[src/hw/ascw_pkg.sv]
package ascw_pkg;

  // ----------------------------------------------------------------
  // Control word layout
  // ----------------------------------------------------------------
  localparam int WORD_W   = 16;
  localparam int FLAG_BIT = 15;
  localparam int RW_BIT   = 14;
  localparam int DEV_HI   = 13;
  localparam int DEV_LO   = 11;
  localparam int IDX_HI   = 10;
  localparam int IDX_LO   = 8;
  localparam int DATA_HI  = 7;

  // ----------------------------------------------------------------
  // Register indices and reset value
  // ----------------------------------------------------------------
  localparam int         NUM_REGS = 7;
  localparam logic [2:0] IDX_MODE = 3'h0;
  localparam logic [2:0] IDX_CLK  = 3'h1;
  localparam logic [2:0] IDX_REF  = 3'h2;
  localparam logic [2:0] IDX_GP12 = 3'h3;
  localparam logic [2:0] IDX_CHAN = 3'h6;
  localparam logic [7:0] REG_RST  = 8'h00;

  // ----------------------------------------------------------------
  // Field positions
  // ----------------------------------------------------------------
  localparam int MODE_OP_BIT   = 0;
  localparam int MODE_MIX_BIT  = 1;
  localparam int MODE_LOOP_BIT = 3;
  localparam int MODE_CNT_LSB  = 4;
  localparam int MODE_SRST_BIT = 7;
  localparam int CLK_DR_LSB    = 0;
  localparam int CLK_SCD_LSB   = 2;
  localparam int CLK_MCD_LSB   = 4;
  localparam int CLK_ECHO_BIT  = 7;
  localparam int REF_ALL_BIT   = 0;
  localparam int REF_PWR_BIT   = 5;
  localparam int REF_OUT_BIT   = 6;
  localparam int GP_LO_GS_LSB  = 0;
  localparam int GP_LO_PWR_BIT = 3;
  localparam int GP_HI_GS_LSB  = 4;
  localparam int GP_HI_PWR_BIT = 7;
  localparam int CH_SEL_LSB    = 0;
  localparam int CH_MODRST_BIT = 6;
  localparam int CH_SE_BIT     = 7;

  // Writable bits; reserved positions always read back as zero
  localparam logic [7:0] MODE_WMASK = 8'hFB;
  localparam logic [7:0] REF_WMASK  = 8'h61;
  localparam logic [7:0] FULL_WMASK = 8'hFF;

  // ----------------------------------------------------------------
  // Timing counts, in internal master clock cycles
  // ----------------------------------------------------------------
  localparam int RESET_TICK_CYC = 4;

  function automatic logic [7:0] ascw_wmask(input logic [2:0] idx);
    if (idx == IDX_MODE) return MODE_WMASK;
    if (idx == IDX_REF) return REF_WMASK;
    return FULL_WMASK;
  endfunction : ascw_wmask

  // Master divider: codes above 4 fall back to divide by one
  function automatic logic [2:0] ascw_mdiv(input logic [2:0] code);
    return (code <= 3'h4) ? 3'(code + 3'h1) : 3'h1;
  endfunction : ascw_mdiv

  function automatic logic [3:0] ascw_sdiv(input logic [1:0] code);
    return 4'(4'h8 >> code);
  endfunction : ascw_sdiv

  function automatic logic [11:0] ascw_ddiv(input logic [1:0] code);
    return 12'(12'h800 >> code);
  endfunction : ascw_ddiv

endpackage : ascw_pkg

[src/hw/ascw_buf_if.sv]
`timescale 1ns/1ns
interface ascw_buf_if #(
  parameter int W = 16
);
  logic         in_valid;
  logic         in_ready;
  logic [W-1:0] in_data;
  logic         out_valid;
  logic         out_ready;
  logic [W-1:0] out_data;

  modport user (
    output in_valid, in_data, out_ready,
    input  in_ready, out_valid, out_data
  );
  modport buffer (
    input  in_valid, in_data, out_ready,
    output in_ready, out_valid, out_data
  );
endinterface : ascw_buf_if

[src/hw/ascw_fifo.sv]
`timescale 1ns/1ns
module ascw_fifo #(
  parameter int W     = 16,
  parameter int DEPTH = 2
) (
  // Clock and reset
  input wire logic clk,
  input wire logic rst_n,
  // Both sides of the buffer
  ascw_buf_if.buffer bif
);

  localparam int PW = (DEPTH > 1) ? $clog2(DEPTH) : 1;
  localparam int CW = $clog2(DEPTH + 1);

  if (DEPTH < 2) begin : g_bad_depth
    $error("ascw_fifo: DEPTH must be at least 2");
  end

  logic [W-1:0]  mem_q [DEPTH];
  logic [PW-1:0] wr_q;
  logic [PW-1:0] rd_q;
  logic [CW-1:0] cnt_q;
  logic          push;
  logic          pop;

  // Full and empty come straight from the occupancy count
  assign bif.in_ready  = (cnt_q != CW'(DEPTH));
  assign bif.out_valid = (cnt_q != '0);
  assign bif.out_data  = mem_q[rd_q];
  assign push = bif.in_valid && bif.in_ready;
  assign pop  = bif.out_valid && bif.out_ready;

  function automatic logic [PW-1:0] nxt(input logic [PW-1:0] p);
    return (p == PW'(DEPTH - 1)) ? '0 : PW'(p + 1'b1);
  endfunction : nxt

  // Storage, written only on an accepted push
  always_ff @(posedge clk or negedge rst_n) begin
    if (!rst_n) begin
      for (int i = 0; i < DEPTH; i++) mem_q[i] <= '0;
    end else if (push) begin
      mem_q[wr_q] <= bif.in_data;
    end
  end

  // Pointers and count
  always_ff @(posedge clk or negedge rst_n) begin
    if (!rst_n) begin
      wr_q  <= '0;
      rd_q  <= '0;
      cnt_q <= '0;
    end else begin
      if (push) wr_q <= nxt(wr_q);
      if (pop) rd_q <= nxt(rd_q);
      if (push && !pop) cnt_q <= CW'(cnt_q + 1'b1);
      else if (pop && !push) cnt_q <= CW'(cnt_q - 1'b1);
    end
  end

  a_no_overflow : assert property (@(posedge clk) disable iff (!rst_n)
    cnt_q <= CW'(DEPTH))
    else $error("buffer count above depth");

endmodule : ascw_fifo

[src/hw/ascw_top.sv]
// Contract
// - Bit 15 flags a control word
// - Addressed write stores data in selected register
// - Addressed read returns register in data field
// - Act only when device address is zero
// - Nonzero address: decrement and forward word
// - Bits 10 to 8 select register
// - Bits 7 to 0 carry register data
// - Mode bit 0 selects program or data
// - Mode bit 1 enables mixed mode
// - Mode bit 3 enables serial loop-back
// - Mode bits 6 to 4 give cascade count
// - Mode bit 7 starts software reset
// - Clock bits 1 to 0 decimation rate
// - Clock bits 3 to 2 serial divider
// - Clock bits 6 to 4 master divider
// - Clock bit 7 enables control echo
// - Reference bit 0 global power up
// - Reference bits 5, 6 power and pin
// - Gain registers hold two 3-bit gains
// - Gain registers bits 3, 7 converter power
// - Channel selects, modulator reset, single-ended
// - Master divider codes give 1 to 5
// - Serial divider gives 8, 4, 2, 1
// - Decimation gives 2048 down to 256
// - Resets clear registers, last four cycles
`timescale 1ns/1ns
module ascw_top import ascw_pkg::*; #(
  parameter int EXT_CLK_PRE = 4
) (
  // Clock and reset
  input  wire logic        clk,
  input  wire logic        rst_n,
  // Serial link pins
  input  wire logic        ser_in,
  input  wire logic        ser_in_fs,
  output logic             ser_out,
  output logic             ser_out_fs,
  output logic             serial_bit_clock,
  // Timing ticks and reset status
  output logic             internal_master_clock,
  output logic             sample_tick,
  output logic             reset_busy,
  // Mode and cascade controls
  output logic             operating_mode_bit,
  output logic             mixed_mode_enable,
  output logic             serial_loopback_enable,
  output logic [2:0]       cascade_count,
  output logic             control_echo_enable,
  // Power and reference controls
  output logic             global_power_up,
  output logic             reference_power,
  output logic             reference_output_pin,
  // Channel controls
  output logic [17:0]      chan_gain_select,
  output logic [5:0]       chan_converter_power,
  output logic [5:0]       chan_select_bit,
  output logic             modulator_reset,
  output logic             single_ended_enable
);

  if (EXT_CLK_PRE < 2 || EXT_CLK_PRE > 12) begin : g_bad_pre
    $error("ascw_top: EXT_CLK_PRE must lie in 2..12");
  end

  typedef enum logic {ST_RST, ST_RUN} ascw_state_t;

  // ----------------------------------------------------------------
  // Register file
  // ----------------------------------------------------------------
  logic [7:0]   regs_q [NUM_REGS];
  ascw_state_t  st_q;
  logic [2:0]   rst_cnt_q;

  function automatic logic [7:0] reg_rd(input logic [2:0] idx);
    return (idx < 3'(NUM_REGS)) ? regs_q[idx] : 8'h00;
  endfunction : reg_rd

  // ----------------------------------------------------------------
  // Clock dividers
  // ----------------------------------------------------------------
  logic [7:0]  dm_len;
  logic [7:0]  dm_cnt_q;
  logic        dm_tick;
  logic [8:0]  bit_len;
  logic [8:0]  bit_half;
  logic [8:0]  bit_cnt_q;
  logic        rise_pt;
  logic        fall_pt;
  logic [11:0] dec_len;
  logic [11:0] dec_cnt_q;
  logic        sclk_q;
  logic        samp_q;

  // Internal master tick every EXT_CLK_PRE times the divider ratio
  assign dm_len = 8'(EXT_CLK_PRE) *
                  8'(ascw_mdiv(regs_q[IDX_CLK][CLK_MCD_LSB +: 3]));
  assign dm_tick = (dm_cnt_q >= dm_len - 8'h01);
  // Bit period in clk cycles; shortest is two, so the pin can toggle
  assign bit_len = 9'(dm_len) *
                   9'(ascw_sdiv(regs_q[IDX_CLK][CLK_SCD_LSB +: 2]));
  assign bit_half = bit_len >> 1;
  assign rise_pt  = (bit_cnt_q == 9'h000);
  assign fall_pt  = (bit_cnt_q == bit_half);
  assign dec_len = ascw_ddiv(regs_q[IDX_CLK][CLK_DR_LSB +: 2]);

  // Master divider count; compare with >= so a new ratio never hangs it
  always_ff @(posedge clk or negedge rst_n) begin
    if (!rst_n) dm_cnt_q <= 8'h00;
    else if (dm_tick) dm_cnt_q <= 8'h00;
    else dm_cnt_q <= 8'(dm_cnt_q + 8'h01);
  end

  // Bit clock count and pin, high in the first half of each bit
  always_ff @(posedge clk or negedge rst_n) begin
    if (!rst_n) begin
      bit_cnt_q <= 9'h000;
      sclk_q    <= 1'b0;
    end else begin
      if (bit_cnt_q >= bit_len - 9'h001) bit_cnt_q <= 9'h000;
      else bit_cnt_q <= 9'(bit_cnt_q + 9'h001);
      sclk_q <= (bit_cnt_q < bit_half);
    end
  end

  // Sample tick from the decimation divider
  always_ff @(posedge clk or negedge rst_n) begin
    if (!rst_n) begin
      dec_cnt_q <= 12'h000;
      samp_q    <= 1'b0;
    end else begin
      samp_q <= 1'b0;
      if (dm_tick) begin
        if (dec_cnt_q >= dec_len - 12'h001) begin
          dec_cnt_q <= 12'h000;
          samp_q    <= 1'b1;
        end else begin
          dec_cnt_q <= 12'(dec_cnt_q + 12'h001);
        end
      end
    end
  end

  // ----------------------------------------------------------------
  // Serial receiver
  // ----------------------------------------------------------------
  logic [1:0]  din_sync_q;
  logic [1:0]  fs_sync_q;
  logic        din;
  logic        fs;
  logic [14:0] rx_sh_q;
  logic [3:0]  rx_cnt_q;
  logic        rx_act_q;
  logic [15:0] rx_word_q;
  logic        rx_vld_q;
  logic        rx_done;
  logic        take;

  // Pins cross in through two flops; only the second one is read
  always_ff @(posedge clk or negedge rst_n) begin
    if (!rst_n) begin
      din_sync_q <= 2'h0;
      fs_sync_q  <= 2'h0;
    end else begin
      din_sync_q <= {din_sync_q[0], ser_in};
      fs_sync_q  <= {fs_sync_q[0], ser_in_fs};
    end
  end
  assign din = din_sync_q[1];
  assign fs  = fs_sync_q[1];
  assign rx_done = fall_pt && rx_act_q && (rx_cnt_q == 4'hF);

  // Shift in on the falling point; a frame sync marks bit 15
  always_ff @(posedge clk or negedge rst_n) begin
    if (!rst_n) begin
      rx_sh_q  <= 15'h0000;
      rx_cnt_q <= 4'h0;
      rx_act_q <= 1'b0;
    end else if (fall_pt) begin
      if (rx_act_q) begin
        rx_sh_q  <= {rx_sh_q[13:0], din};
        rx_cnt_q <= 4'(rx_cnt_q + 4'h1);
        rx_act_q <= (rx_cnt_q != 4'hF);
      end else if (fs) begin
        rx_sh_q  <= {14'h0000, din};
        rx_cnt_q <= 4'h1;
        rx_act_q <= 1'b1;
      end
    end
  end

  // Word holding; a new word wins over consumption of the old
  always_ff @(posedge clk or negedge rst_n) begin
    if (!rst_n) begin
      rx_word_q <= 16'h0000;
      rx_vld_q  <= 1'b0;
    end else if (rx_done) begin
      rx_word_q <= {rx_sh_q, din};
      rx_vld_q  <= 1'b1;
    end else if (take) begin
      rx_vld_q <= 1'b0;
    end
  end

  // ----------------------------------------------------------------
  // Word interpreter
  // ----------------------------------------------------------------
  ascw_buf_if #(.W(WORD_W)) bif ();

  logic [2:0]  dev;
  logic [2:0]  ridx;
  logic [7:0]  rdat;
  logic        flag;
  logic        rd_req;
  logic        op_mode;
  logic        mix_mode;
  logic        loop_on;
  logic        echo_on;
  logic        accept;
  logic        need_push;
  logic        wr_en;
  logic        srst_go;
  logic [15:0] push_word;
  logic [15:0] out_word_q;
  logic        out_vld_q;

  assign dev    = rx_word_q[DEV_HI:DEV_LO];
  assign ridx   = rx_word_q[IDX_HI:IDX_LO];
  assign rdat   = rx_word_q[DATA_HI:0];
  assign flag   = rx_word_q[FLAG_BIT];
  assign rd_req = rx_word_q[RW_BIT];
  assign op_mode  = regs_q[IDX_MODE][MODE_OP_BIT];
  assign mix_mode = regs_q[IDX_MODE][MODE_MIX_BIT];
  assign loop_on  = regs_q[IDX_MODE][MODE_LOOP_BIT];
  assign echo_on  = regs_q[IDX_CLK][CLK_ECHO_BIT];

  // Control only with the flag set, and never in pure data mode
  assign accept = !loop_on && flag && (!op_mode || mix_mode);
  // Loop-back returns every word untouched, without acting on it
  assign need_push = loop_on ||
                     (accept && ((dev != 3'h0) || rd_req || echo_on));
  // Stall while the output slot is still waiting on the buffer
  assign take = rx_vld_q && (!out_vld_q || bif.in_ready);
  assign wr_en = take && (st_q == ST_RUN) && accept &&
                 (dev == 3'h0) && !rd_req;
  assign srst_go = wr_en && (ridx == IDX_MODE) &&
                   rdat[MODE_SRST_BIT];

  // Output word: forwarded, read back or echoed
  always_comb begin
    push_word = rx_word_q;
    if (!loop_on) begin
      if (dev != 3'h0) begin
        push_word[DEV_HI:DEV_LO] = 3'(dev - 3'h1);
      end else if (rd_req) begin
        push_word[DATA_HI:0] = reg_rd(ridx);
      end
    end
  end

  // Output slot into the buffer; words taken during reset are dropped
  always_ff @(posedge clk or negedge rst_n) begin
    if (!rst_n) begin
      out_word_q <= 16'h0000;
      out_vld_q  <= 1'b0;
    end else if (take) begin
      out_word_q <= push_word;
      out_vld_q  <= need_push && (st_q == ST_RUN);
    end else if (bif.in_ready) begin
      out_vld_q <= 1'b0;
    end
  end
  assign bif.in_valid = out_vld_q;
  assign bif.in_data  = out_word_q;

  // Reset sequencing: four internal master cycles after either reset
  always_ff @(posedge clk or negedge rst_n) begin
    if (!rst_n) begin
      st_q      <= ST_RST;
      rst_cnt_q <= 3'h0;
    end else if (srst_go) begin
      st_q      <= ST_RST;
      rst_cnt_q <= 3'h0;
    end else if (st_q == ST_RST && dm_tick) begin
      if (rst_cnt_q == 3'(RESET_TICK_CYC - 1)) st_q <= ST_RUN;
      rst_cnt_q <= 3'(rst_cnt_q + 3'h1);
    end
  end

  // Register writes; reserved bits are masked to zero on the way in
  always_ff @(posedge clk or negedge rst_n) begin
    if (!rst_n) begin
      for (int i = 0; i < NUM_REGS; i++) regs_q[i] <= REG_RST;
    end else if (srst_go) begin
      for (int i = 0; i < NUM_REGS; i++) regs_q[i] <= REG_RST;
    end else if (wr_en && ridx < 3'(NUM_REGS)) begin
      regs_q[ridx] <= rdat & ascw_wmask(ridx);
    end
  end

  // ----------------------------------------------------------------
  // Output buffer and serial transmitter
  // ----------------------------------------------------------------
  logic [15:0] tx_sh_q;
  logic [3:0]  tx_cnt_q;
  logic        tx_act_q;
  logic        sout_q;
  logic        sout_fs_q;
  logic        tx_free;

  ascw_fifo #(.W(WORD_W), .DEPTH(2)) u_fifo (
    .clk   (clk),
    .rst_n (rst_n),
    .bif   (bif)
  );

  // A word may follow the last bit of the previous one directly
  assign tx_free = !tx_act_q || (tx_cnt_q == 4'hF);
  assign bif.out_ready = rise_pt && tx_free;

  // Shift out MSB first on the rising point
  always_ff @(posedge clk or negedge rst_n) begin
    if (!rst_n) begin
      tx_sh_q   <= 16'h0000;
      tx_cnt_q  <= 4'h0;
      tx_act_q  <= 1'b0;
      sout_q    <= 1'b0;
      sout_fs_q <= 1'b0;
    end else if (rise_pt) begin
      if (!tx_free) begin
        sout_q    <= tx_sh_q[14];
        tx_sh_q   <= {tx_sh_q[14:0], 1'b0};
        tx_cnt_q  <= 4'(tx_cnt_q + 4'h1);
        sout_fs_q <= 1'b0;
      end else if (bif.out_valid) begin
        tx_sh_q   <= bif.out_data;
        sout_q    <= bif.out_data[15];
        tx_cnt_q  <= 4'h0;
        tx_act_q  <= 1'b1;
        sout_fs_q <= 1'b1;
      end else begin
        tx_act_q  <= 1'b0;
        sout_q    <= 1'b0;
        sout_fs_q <= 1'b0;
      end
    end
  end

  // ----------------------------------------------------------------
  // Control outputs
  // ----------------------------------------------------------------
  assign ser_out    = sout_q;
  assign ser_out_fs = sout_fs_q;
  assign serial_bit_clock      = sclk_q;
  assign internal_master_clock = dm_tick;
  assign sample_tick = samp_q;
  assign reset_busy  = (st_q == ST_RST);
  assign operating_mode_bit     = op_mode;
  assign mixed_mode_enable      = mix_mode;
  assign serial_loopback_enable = loop_on;
  assign cascade_count = regs_q[IDX_MODE][MODE_CNT_LSB +: 3];
  assign control_echo_enable = echo_on;
  assign global_power_up      = regs_q[IDX_REF][REF_ALL_BIT];
  assign reference_power      = regs_q[IDX_REF][REF_PWR_BIT];
  assign reference_output_pin = regs_q[IDX_REF][REF_OUT_BIT];
  assign chan_select_bit = regs_q[IDX_CHAN][CH_SEL_LSB +: 6];
  assign modulator_reset     = regs_q[IDX_CHAN][CH_MODRST_BIT];
  assign single_ended_enable = regs_q[IDX_CHAN][CH_SE_BIT];

  // Each gain register serves a lower and an upper channel
  for (genvar g = 0; g < 3; g++) begin : g_gain
    localparam logic [2:0] IX = 3'(IDX_GP12 + g);
    assign chan_gain_select[6*g +: 3] =
      regs_q[IX][GP_LO_GS_LSB +: 3];
    assign chan_gain_select[6*g+3 +: 3] =
      regs_q[IX][GP_HI_GS_LSB +: 3];
    assign chan_converter_power[2*g]   = regs_q[IX][GP_LO_PWR_BIT];
    assign chan_converter_power[2*g+1] = regs_q[IX][GP_HI_PWR_BIT];
  end

  // ----------------------------------------------------------------
  // Assertions
  // ----------------------------------------------------------------
  a_srst_clears : assert property (
    @(posedge clk) disable iff (!rst_n)
    srst_go |=> (reg_rd(IDX_MODE) == 8'h00 && reg_rd(IDX_CHAN) == 8'h00 &&
                 st_q == ST_RST))
    else $error("soft reset did not clear registers");

  a_reset_len : assert property (
    @(posedge clk) disable iff (!rst_n)
    (st_q == ST_RST && dm_tick && !srst_go &&
     rst_cnt_q == 3'(RESET_TICK_CYC - 1)) |=> st_q == ST_RUN)
    else $error("reset did not end after four cycles");

  a_reset_min : assert property (
    @(posedge clk) disable iff (!rst_n)
    (st_q == ST_RUN && $past(st_q) == ST_RST) |->
      $past(rst_cnt_q) == 3'(RESET_TICK_CYC - 1))
    else $error("reset ended early");

  a_fwd_decr : assert property (
    @(posedge clk) disable iff (!rst_n)
    (take && st_q == ST_RUN && accept && dev != 3'h0) |=>
      out_vld_q && out_word_q[DEV_HI:DEV_LO] == 3'($past(dev) - 3'h1) &&
      out_word_q[IDX_HI:0] == $past(rx_word_q[IDX_HI:0]))
    else $error("forwarded address not decremented");

  a_read_back : assert property (
    @(posedge clk) disable iff (!rst_n)
    (take && st_q == ST_RUN && accept && dev == 3'h0 && rd_req) |=>
      out_vld_q && out_word_q[DATA_HI:0] == reg_rd($past(ridx)))
    else $error("read back data wrong");

  a_reg_write : assert property (
    @(posedge clk) disable iff (!rst_n)
    (wr_en && !srst_go && ridx == IDX_CHAN) |=>
      regs_q[IDX_CHAN] == $past(rdat))
    else $error("register write lost");

  a_invalid_word : assert property (
    @(posedge clk) disable iff (!rst_n)
    (take && !op_mode && !loop_on && !flag) |=>
      !out_vld_q && $stable(regs_q[IDX_CHAN]) && $stable(regs_q[IDX_REF]))
    else $error("invalid program word acted on");

  a_data_ignore : assert property (
    @(posedge clk) disable iff (!rst_n)
    (op_mode && !mix_mode) |-> !wr_en)
    else $error("write accepted in data mode");

  a_bit_period : assert property (
    @(posedge clk) disable iff (!rst_n)
    (rise_pt && $stable(bit_len)) |=> !rise_pt)
    else $error("bit period shorter than two cycles");

  a_mdiv_wrap : assert property (
    @(posedge clk) disable iff (!rst_n)
    (regs_q[IDX_CLK][CLK_MCD_LSB +: 3] > 3'h4) |->
      dm_len == 8'(EXT_CLK_PRE))
    else $error("high master divider code not divide by one");

endmodule : ascw_top

[config.mk]
export PLATFORM = sky130hd
export DESIGN_NAME = ascw_top
export DESIGN_NICKNAME = d
export VERILOG_FILES = /design/src/hw/ascw_pkg.sv /design/src/hw/ascw_buf_if.sv /design/src/hw/ascw_fifo.sv /design/src/hw/ascw_top.sv
export SDC_FILE = /design/constraint.sdc
export NUM_CORES = 1
export LEC_CHECK = 0
export ABC_AREA = 1
export BUFFER_PORTS_ARGS = -buffer_cell sky130_fd_sc_hd__buf_4
export CAP_MARGIN = 40
export CORE_ASPECT_RATIO = 0.6
export CORE_MARGIN = 2
export CORE_UTILIZATION = 55
export DETAILED_ROUTE_END_ITERATION = 12
export GPL_TIMING_DRIVEN = 0
export PLACE_DENSITY = 0.71
export SKIP_CTS_REPAIR_TIMING = 1
export SYNTH_ARGS = -nofsm -noshare
export SYNTH_HDL_FRONTEND = slang
export SYNTH_SLANG_ARGS = --single-unit
[constraint.sdc]
create_clock -name clk -period 7.7 [get_ports clk]
set_input_delay 0.385 -clock clk [delete_from_list [all_inputs] [get_ports clk]]
set_output_delay 0.385 -clock clk [all_outputs]
set_load 0.01 [all_outputs]
==> qor.csv, run 1 <==
metric;value;unit
CP max stage cell;dfrtp_1;
largest net degree at the start of global routing;125;
drt wl/cell;15.36;um
startpoint types;flop;
worst vdd ir;178.0;uV
number of nets with antenna violations after routing;0;
syn avg cell area;7.917;sq um
achievable frequency;0.2110;GHz
WP data required;8.08;ns
gpl congestion;0.9349;
P&R area growth vs syn;14.06;%
DRC violations left;0;
final worst setup slack;2.960;ns
DR vias/cell;5.296;
Longest Clk Path Bufs;3;
CTS buffer count;21;
Core Area;19270;sq um
status;finished, final reports clean;
Synth Instances;1381;
first-pass GRT wire length;44770;um
Max Fanout on Critical Path;10;
Via Count;9209;
vias in the first global route;8847;
Die X;186.0;um
worst hold-check path type;flop to flop;
max_cap viols;0;
CTS H-tree lvls;1;
IO Count;52;
Synth cell types;43;
synth warn;0;
Netlist Area Pre-Place;10930;sq um
Buf/Inv on CP;4;
clk sink count;207;
share of cells above drive strength 1;11.95;%
cell type with the largest total area after synthesis;dfrtp_1;
crit share post-route;61.56;%
setup TNS;0;ns
Reg clk slew, reported paths;0.06;ns
worst-margin pin slew;0.7608;ns
total power;2250;uW
Hold EP;din_sync_q[1];
PortBufs;51;
Std-Cell Rows;39;
Clock Tree Root;clkbuf_16;
family with the most delay on the worst path;simple AND/OR/NAND/NOR gates;
crit path capture type;flop;
fill count;1675;
CTS tree;done;
slowest stage delay, CP;0.44;ns
Hold Crit Start;din_sync_q[0];
initial core utilization;56.72;%
Clock Latency Late Sink;0.50;ns
top_reg_cell synth;dfrtp_1;
Synth top area share;47.38;%
r2r endpoint;rx_word_q[13];
asr flop ratio synth;100.0;%
Hold Path Depth;0;
Setup WS pre-CTS;3.024;ns
most numerous cell in the Yosys netlist;nand2_1;
Slew Limit Fails;0;
Nets;1510;
Final Hold Vio Count;0;
R2R Setup Slk;2.96;ns
top cells by area, synth;dfrtp_1, nand2_1, o21ai_0;
ANT cells;0;
type of the worst setup path;flop to flop;
die area;21060;sq um
Pleak;0.006557;uW
worst rel slew slack;49.28;%
reg-to-reg critical path startpoint;regs_q[44];
Worst R2R Path Depth;20;
TritonRoute pass-1 iters;5;
syn nets;1432;
Post-synth EDFFs;0;
worst hold margin;0.3483;ns
WL final;26710;um
Global Route Usage Sum;26.60;%
Detail Placement HPWL;18850;um
register area share after synthesis;47.38;%
RSZ-0062 raised after global routing;false;
CP Cell Sequence;ha_1, nand2_1, inv_1, nor3_1, inv_1, nor2_1, fa_1, ha_1, fa_1, xor2_1, inv_1, ha_1, nand2_1, nor2_1, nand3_2, nor2_4, nand2_4, buf_2, nand2_1, o21ai_0;
Synth Register Bits;207;
crit path DAT;5.12;ns
clock skew;0.02396;ns
final worst path period need;4.740;ns
top cells by count, synth;nand2_1, dfrtp_1, inv_1, o21ai_0, nor2_1;
# setup viols final;0;
initial antenna violation count;0;
total gr overflow;0;
DR iter-0 viols;822;
Die Y-Extent;113.2;um
pwr/cell area;180.4;nW/um^2
-- sequential cells by signal, summed over array words and instances, names as in the netlist, 2 cells and up --
register and flops:
bif.in_data 16, bit_cnt_q 9, cascade_count 3, chan_converter_power 6, chan_gain_select 18, chan_select_bit 6, dec_cnt_q 12, din_sync_q 2
dm_cnt_q 8, fs_sync_q 2, regs_q 14, rst_cnt_q 3, rx_cnt_q 4, rx_sh_q 15, rx_word_q 16, tx_cnt_q 4
tx_sh_q 15, u_fifo.cnt_q 2, u_fifo.mem_q 32
-- how the worst max path moves through the flow --
stage	startpoint	to	slack (ns)	cells past startpoint
after floorplan	regs_q[44]	rx_word_q[10]	3.79	20
after global placement	regs_q[44]	rx_word_q[10]	3.10	20
after detailed placement	regs_q[44]	rx_word_q[13]	3.02	20
after CTS	regs_q[44]	rx_word_q[13]	3.01	20
after global routing	regs_q[44]	rx_word_q[13]	2.55	20
final	regs_q[44]	rx_word_q[13]	2.96	20
-- layout make-up --
type | instances | area (sq um) | area share, %
Tap cell | 266 | 332.8 | 2.669
Inverter | 137 | 519.2 | 4.164
Timing Repair Buffer | 55 | 447.9 | 3.592
Clock buffer | 29 | 585.6 | 4.696
Sequential cell | 207 | 5180 | 41.54
Multi-Input combinational cell | 954 | 4736 | 37.98
Clock inverter | 8 | 171.4 | 1.375
Buffer | 83 | 498.0 | 3.993
-- metal layers --
layer | share of wire [%] | vias up | GRT usage, %
met2 | 42 | 246 | 38.74
met4 | 1.3 | 0 | 4.567
met5 | 0 | - | 0
met3 | 6.0 | 29 | 3.734
met1 | 51 | 4402 | 42.53
li1 | - | 4532 | -
-- power by group --
part | switching (uW) | total, uW | internal [uW]
sequential | 1.60 | 1090 | 1090
combinational | 22.6 | 27.6 | 4.98
clock | 431 | 1130 | 700
-- placed cells by master, fill, tap and decap left out, types with 2 or more instances in the layout --
| master | count |
|---|---|
| buf_2 | 19 |
| nand4_1 | 19 |
| o211ai_1 | 3 |
| o21ai_1 | 11 |
| inv_2 | 5 |
| xnor2_1 | 6 |
| nand2_1 | 439 |
| ha_1 | 44 |
| nor2_1 | 111 |
| nor3_1 | 8 |
| nor2_4 | 3 |
| or2_2 | 4 |
| buf_4 | 83 |
| inv_4 | 2 |
| o22ai_1 | 11 |
| a21oi_1 | 34 |
| dfrtp_1 | 207 |
| nand3_1 | 97 |
| nand2_4 | 2 |
| buf_6 | 5 |
| nor2_2 | 7 |
| fa_1 | 3 |
| o21ai_0 | 112 |
| xor2_1 | 20 |
| dlygate4sd3_1 | 3 |
| inv_1 | 130 |
| clkbuf_8 | 3 |
| bufinv_16 | 5 |
| clkbuf_16 | 21 |
| nand3_2 | 3 |
| o21ai_2 | 4 |
| clkbuf_1 | 29 |
-- metrics by stage --
step | cell area (sq um) | utilization, % | std cells
floorplan | 10930 | - | 1381
global placement | 11650 | 60.43 | 1698
detailed placement | 11680 | 60.62 | 1699
CTS | 12440 | 64.54 | 1736
global route | 12470 | 64.70 | 1739
finish | 12470 | 64.70 | 1739
-- cell families (layout without fill, tap and decap cells) --
| group | Yosys count | after routing | share of synthesized area, % |
|---|---|---|---|
| AO/OA/AOI/OAI | 180 | 180 | 8.686 |
| XOR/XNOR | 26 | 26 | 2.083 |
| adder cells (fa/ha/maj) | 47 | 47 | 5.585 |
| buffers and inverters | 220 | 312 | 9.304 |
| flip-flops | 207 | 207 | 47.38 |
| multiplexers | 1 | 1 | 0.09156 |
| AND/OR/NAND/NOR | 700 | 700 | 26.87 |
No activity file was read; power rests on OpenSTA's default activity.
==> run 2: changes to the inputs <==
- ABC_AREA: 1 -> 0
- clock period: 7.7 -> 4.6 ns (I/O delays scaled with it)
==> qor.csv, run 2 <==
metric;value;unit
status;finished, final reports clean;
Synth Instances;993;
worst rel slew slack;47.76;%
drt wl/cell;18.93;um
Clock Tree Root;clkbuf_16;
first-pass GRT wire length;41010;um
Post-Layout Cell Count;1335;
most numerous cell in the Yosys netlist;dfrtp_1;
CTS H-tree lvls;1;
Longest Clk Path Bufs;3;
achievable frequency;0.2247;GHz
most frequent cells in the layout;dfrtp_1, nor2_1, buf_4;
Post-synth EDFFs;0;
initial antenna violation count;0;
Netlist Area Pre-Place;10460;sq um
worst hold margin;0.3368;ns
worst hold-check path type;input port to async pin;
pwr/cell area;292.3;nW/um^2
Via Count;7802;
max_cap viols;0;
Std-Cell Rows;39;
syn avg cell area;10.53;sq um
IO Count;52;
WP data required;4.99;ns
final worst setup slack;0.1498;ns
Pleak;0.005761;uW
WL final;25270;um
total gr overflow;0;
crit share post-route;96.74;%
DR iter-0 viols;843;
syn nets;1044;
worst-margin pin slew;0.7777;ns
crit path DAT;4.84;ns
synth warn;0;
largest net degree at the start of global routing;107;
DRC violations left;0;
Util after Layout;63.72;%
die area;20170;sq um
top_reg_cell synth;dfrtp_1;
DR vias/cell;5.844;
max reg flops;32;
cell type with the largest total area after synthesis;dfrtp_1;
Synth Register Bits;207;
top cells by area, synth;dfrtp_1, mux2_2, ha_1;
Die X;182.0;um
crit path capture type;flop;
Largest Register;u_fifo.mem_q;
final worst path period need;4.450;ns
top cells by count, synth;dfrtp_1, nor2_1, nand2_1, o21ai_0, a21oi_1;
type of the worst setup path;flop to flop;
worst vdd ir;212.9;uV
TritonRoute pass-1 iters;7;
Core Area;18840;sq um
vias in the first global route;7390;
startpoint types;flop;
number of nets with antenna violations after routing;0;
total power;3508;uW
Clock Latency Late Sink;0.51;ns
Die Y-Extent;110.8;um
CTS tree;done;
Setup WS pre-CTS;-0.5830;ns
Synth top area share;49.54;%
Reg clk slew, reported paths;0.06;ns
PortBufs;51;
register area share after synthesis;49.54;%
ANT cells;0;
# setup viols final;0;
clock skew;0.01739;ns
Final Hold Vio Count;0;
DP Cell Count;1291;
gpl congestion;0.9068;
P&R area growth vs syn;14.78;%
Synth cell types;58;
Detail Placement HPWL;18100;um
most common cell after layout, fill and taps aside;dfrtp_1;
asr flop ratio synth;100.0;%
Global Route Usage Sum;25.72;%
Nets;1128;
Max Fanout on Critical Path;10;
clk sink count;207;
Slew Limit Fails;0;
share of cells above drive strength 1;20.48;%
initial core utilization;55.51;%
CTS buffer count;21;
==> run 2: cell types whose count changed after synthesis, moves of 11 or more <==
cell     change
nand2_1    -368
inv_1       -95
nand3_1     -77
mux2_2      +50
o21ai_0     -48
mux2i_1     +45
a22o_1      +33
a21oi_1     +23
nor2b_1     +19
nor2_1      -15
nand4_1     -12
and3_1      +11
nor3_1      +11
==> run 2: power by group <==
group	switching [uW]	internal, uW
Sequential	3.16	1820
Combinational	36.4	8.58
Clock	703	932
Total	742	2770
==> run 2: worst max-delay path: stages, from the launching register on <==
cell and delay, ns:
dfrtp_1 0.40, inv_2 0.06, ha_2 0.19, buf_4 0.13
o21ai_2 0.25, nor2_1 0.11, fa_1 0.47, ha_1 0.25
fa_1 0.44, xor2_2 0.25, inv_1 0.10, ha_1 0.31
nand4_1 0.19, nor4_4 0.33, and4_1 0.27, buf_6 0.12
buf_8 0.12, mux2_2 0.33
==> run 2: path summary, 6_finish.rpt <==
| check | to | startpoint | cells after the start | slack [ns] |
|---|---|---|---|---|
| worst max-delay path | rx_word_q[6] | regs_q[45] | 17 | 0.15 |
| worst min-delay path | sample_tick | rst_n | 2 | 0.34 |
| worst max register to register | rx_word_q[6] | regs_q[45] | 17 | 0.15 |
| worst min register to register | fs_sync_q[1] | fs_sync_q[0] | 0 | 0.35 |
| max in group asynchronous | tx_sh_q[0] | rst_n | 3 | 3.30 |
| min in group clk | fs_sync_q[1] | fs_sync_q[0] | 0 | 0.35 |
==> run 2: cell families (layout without fill, tap and decap cells) <==
group                    Yosys count  after routing  synth area share [%]
XOR/XNOR                          28             28                 2.345
buffers and inverters            119            215                 5.792
adder cells (fa/ha/maj)           47             47                 5.839
AND/OR/NAND/NOR                  292            292                 13.63
multiplexers                     101            101                 10.87
AO/OA/AOI/OAI                    199            199                 11.99
flip-flops                       207            207                 49.54
==> run 2: final cells by class <==
class | instances | area (sq um)
clock buffers | 30 | 619.3
clock inverters | 5 | 28.78
inverters | 35 | 131.4
fillers | 1532 | 6834
flip-flops and latches | 207 | 5180
multi-input cells | 667 | 4741
plain buffers | 84 | 488.0
repair buffers | 61 | 505.5
well taps | 246 | 307.8
==> run 2: stage by stage <==
step / instance area, sq um / TNS, ns
after floorplan: 10460 / 0
after global placement: 11150 / -8.554
after detailed placement: 11180 / -12.53
after CTS: 11830 / -12.58
after global routing: 12000 / -0.2809
final: 12000 / 0
==> run 2: layer usage <==
layer  GRT usage [%]  share of wire [%]  routed length [um]  up-vias
li1                -                  -                   -     3641
met1           43.68                 52               13050     3863
met2           33.61                 39                9934      262
met3           4.829                7.5                1892       36
met4           4.892                1.6                 397        0
met5               0                  0                   0        -
==> run 3: changes to the inputs <==
- CORE_MARGIN: 2 -> 10
- clock period: 4.6 -> 5.3 ns (I/O delays scaled with it)
==> qor.csv, run 3 (synthesis results as in run 2) <==
metric;value;unit
pwr/cell area;267.7;nW/um^2
worst-margin pin slew;0.8438;ns
final worst path period need;4.915;ns
Via Count;7766;
worst vdd ir;158.4;uV
CTS buffer count;21;
IO Count;52;
Final Hold Vio Count;0;
RSZ-0062 raised after global routing;false;
drt wl/cell;19.40;um
clk sink count;207;
WL final;25720;um
die area;25110;sq um
CP Cell Sequence;inv_1, ha_1, o21ai_0, or2_2, fa_1, inv_1, ha_1, a21o_1, a21oi_1, xnor2_1, inv_1, ha_1, nand4_1, nor3_1, o21ai_1, clkbuf_1, a22o_1;
first-pass GRT wire length;41650;um
Slew Limit Fails;0;
Clock Latency Late Sink;0.51;ns
max_cap viols;0;
type of the worst setup path;flop to flop;
setup TNS;0;ns
initial antenna violation count;0;
max reg flops;32;
Psw;658.6;uW
# setup viols final;0;
gpl congestion;0.9359;
Reg clk slew, reported paths;0.07;ns
share of cells above drive strength 1;19.43;%
DRC violations left;0;
Post-DP Area;11200;sq um
Int Pwr;2548;uW
Core Area;18350;sq um
most frequent cells in the layout;dfrtp_1, nor2_1, buf_4;
crit path DAT;5.29;ns
Switching Share;20.54;%
reg-to-reg critical path startpoint;regs_q[44];
CP max stage cell;fa_1;
Die X;198.0;um
Crit. Startpoint;regs_q[44];
fill count;1460;
Sequential Power Share;49.5;%
Largest Register;u_fifo.mem_q;
crit share post-route;92.73;%
clock power share;49.2;%
crit path capture type;flop;
Max Fanout on Critical Path;10;
most common cell after layout, fill and taps aside;dfrtp_1;
DR iter-0 viols;768;
status;finished, final reports clean;
CTS H-tree lvls;1;
total gr overflow;0;
CTS tree;done;
Std-Cell Rows;38;
slowest stage delay, CP;0.50;ns
worst hold-check path type;input port to async pin;
largest net degree at the start of global routing;78;
TritonRoute pass-1 iters;5;
clock skew;0.01857;ns
P&R area growth vs syn;14.57;%
achievable frequency;0.2035;GHz
number of nets with antenna violations after routing;0;
vias in the first global route;7463;
family with the most delay on the worst path;adder cells;
Pleak;0.005765;uW
Detail Placement HPWL;18550;um
initial core utilization;56.97;%
Global Route Usage Sum;20.60;%
ANT cells;0;
worst rel slew slack;43.37;%
Nets;1124;
Die Y-Extent;126.8;um
Buf/Inv on CP;4;
area of the multi-input gates;4690;sq um
startpoint types;flop;
Design Area, Final;11980;sq um
DR vias/cell;5.857;
PortBufs;51;
Storage cell area;5180;sq um
WP data required;5.68;ns
Longest Clk Path Bufs;3;
Clock Tree Root;clkbuf_16;
Gate power share;1.3;%
==> run 3: per-stage QoR <==
step	util (%)	total power, uW	worst slack [ns]	hold WS, ns	cells
3_5_place_dp	61.04	1658	0.08514	0.2380	1286
2_1_floorplan	-	1618	1.079	-0.03059	993
3_3_place_gp	60.70	1652	0.1641	0.3341	1284
6_report	65.28	3207	0.3853	0.2912	1326
5_1_grt	65.28	3306	0.04914	0.3316	1326
4_1_cts	64.99	3228	0.01775	-0.2810	1322
==> run 3: final timing paths <==
kind	slack [ns]	to	cells after the start
setup reg to reg	0.39	rx_sh_q[10]	17
hold / removal	0.29	dec_cnt_q[4]	2
hold reg to reg	0.35	fs_sync_q[1]	0
setup / recovery	0.39	rx_sh_q[10]	17
min in group clk	0.35	fs_sync_q[1]	0
max in group asynchronous	3.95	u_fifo.mem_q[3]	4
==> run 3: worst register-to-register path: stages, from the launching register on <==
cell,delay [ns]
dfrtp_1,0.43
inv_1,0.07
ha_1,0.29
o21ai_0,0.22
or2_2,0.38
fa_1,0.50
inv_1,0.07
ha_1,0.28
a21o_1,0.18
a21oi_1,0.18
xnor2_1,0.20
inv_1,0.09
ha_1,0.35
nand4_1,0.20
nor3_1,0.39
o21ai_1,0.40
clkbuf_1,0.32
a22o_1,0.24
==> run 3: final cells by class <==
cell class                 instances  area share (%)
inverter                          35           1.097
buffer                            84           3.958
multi-input combinational        667           39.14
sequential                       207           43.24
timing repair buffer              57           4.010
clock buffer                      30           5.170
tap                              240           2.507
clock inverter                     6          0.8773
==> run 3: layer usage <==
layer | vias up | routed length [um] | global-route usage (%)
met3 | 42 | 2334 | 6.073
met4 | 0 | 411 | 4.320
met5 | - | 0 | 0
met2 | 302 | 9821 | 26.59
li1 | 3640 | - | -
met1 | 3782 | 13160 | 32.51
==> run 3: power by group through the flow <==
stage	clock [uW]	combinational [uW]	sequential, uW
after floorplan	0	2.81	1620
after global placement	0	36.3	1620
after detailed placement	0	42.4	1620
after CTS	1600	42.5	1590
after global routing	1670	49.3	1590
final	1580	42.0	1590
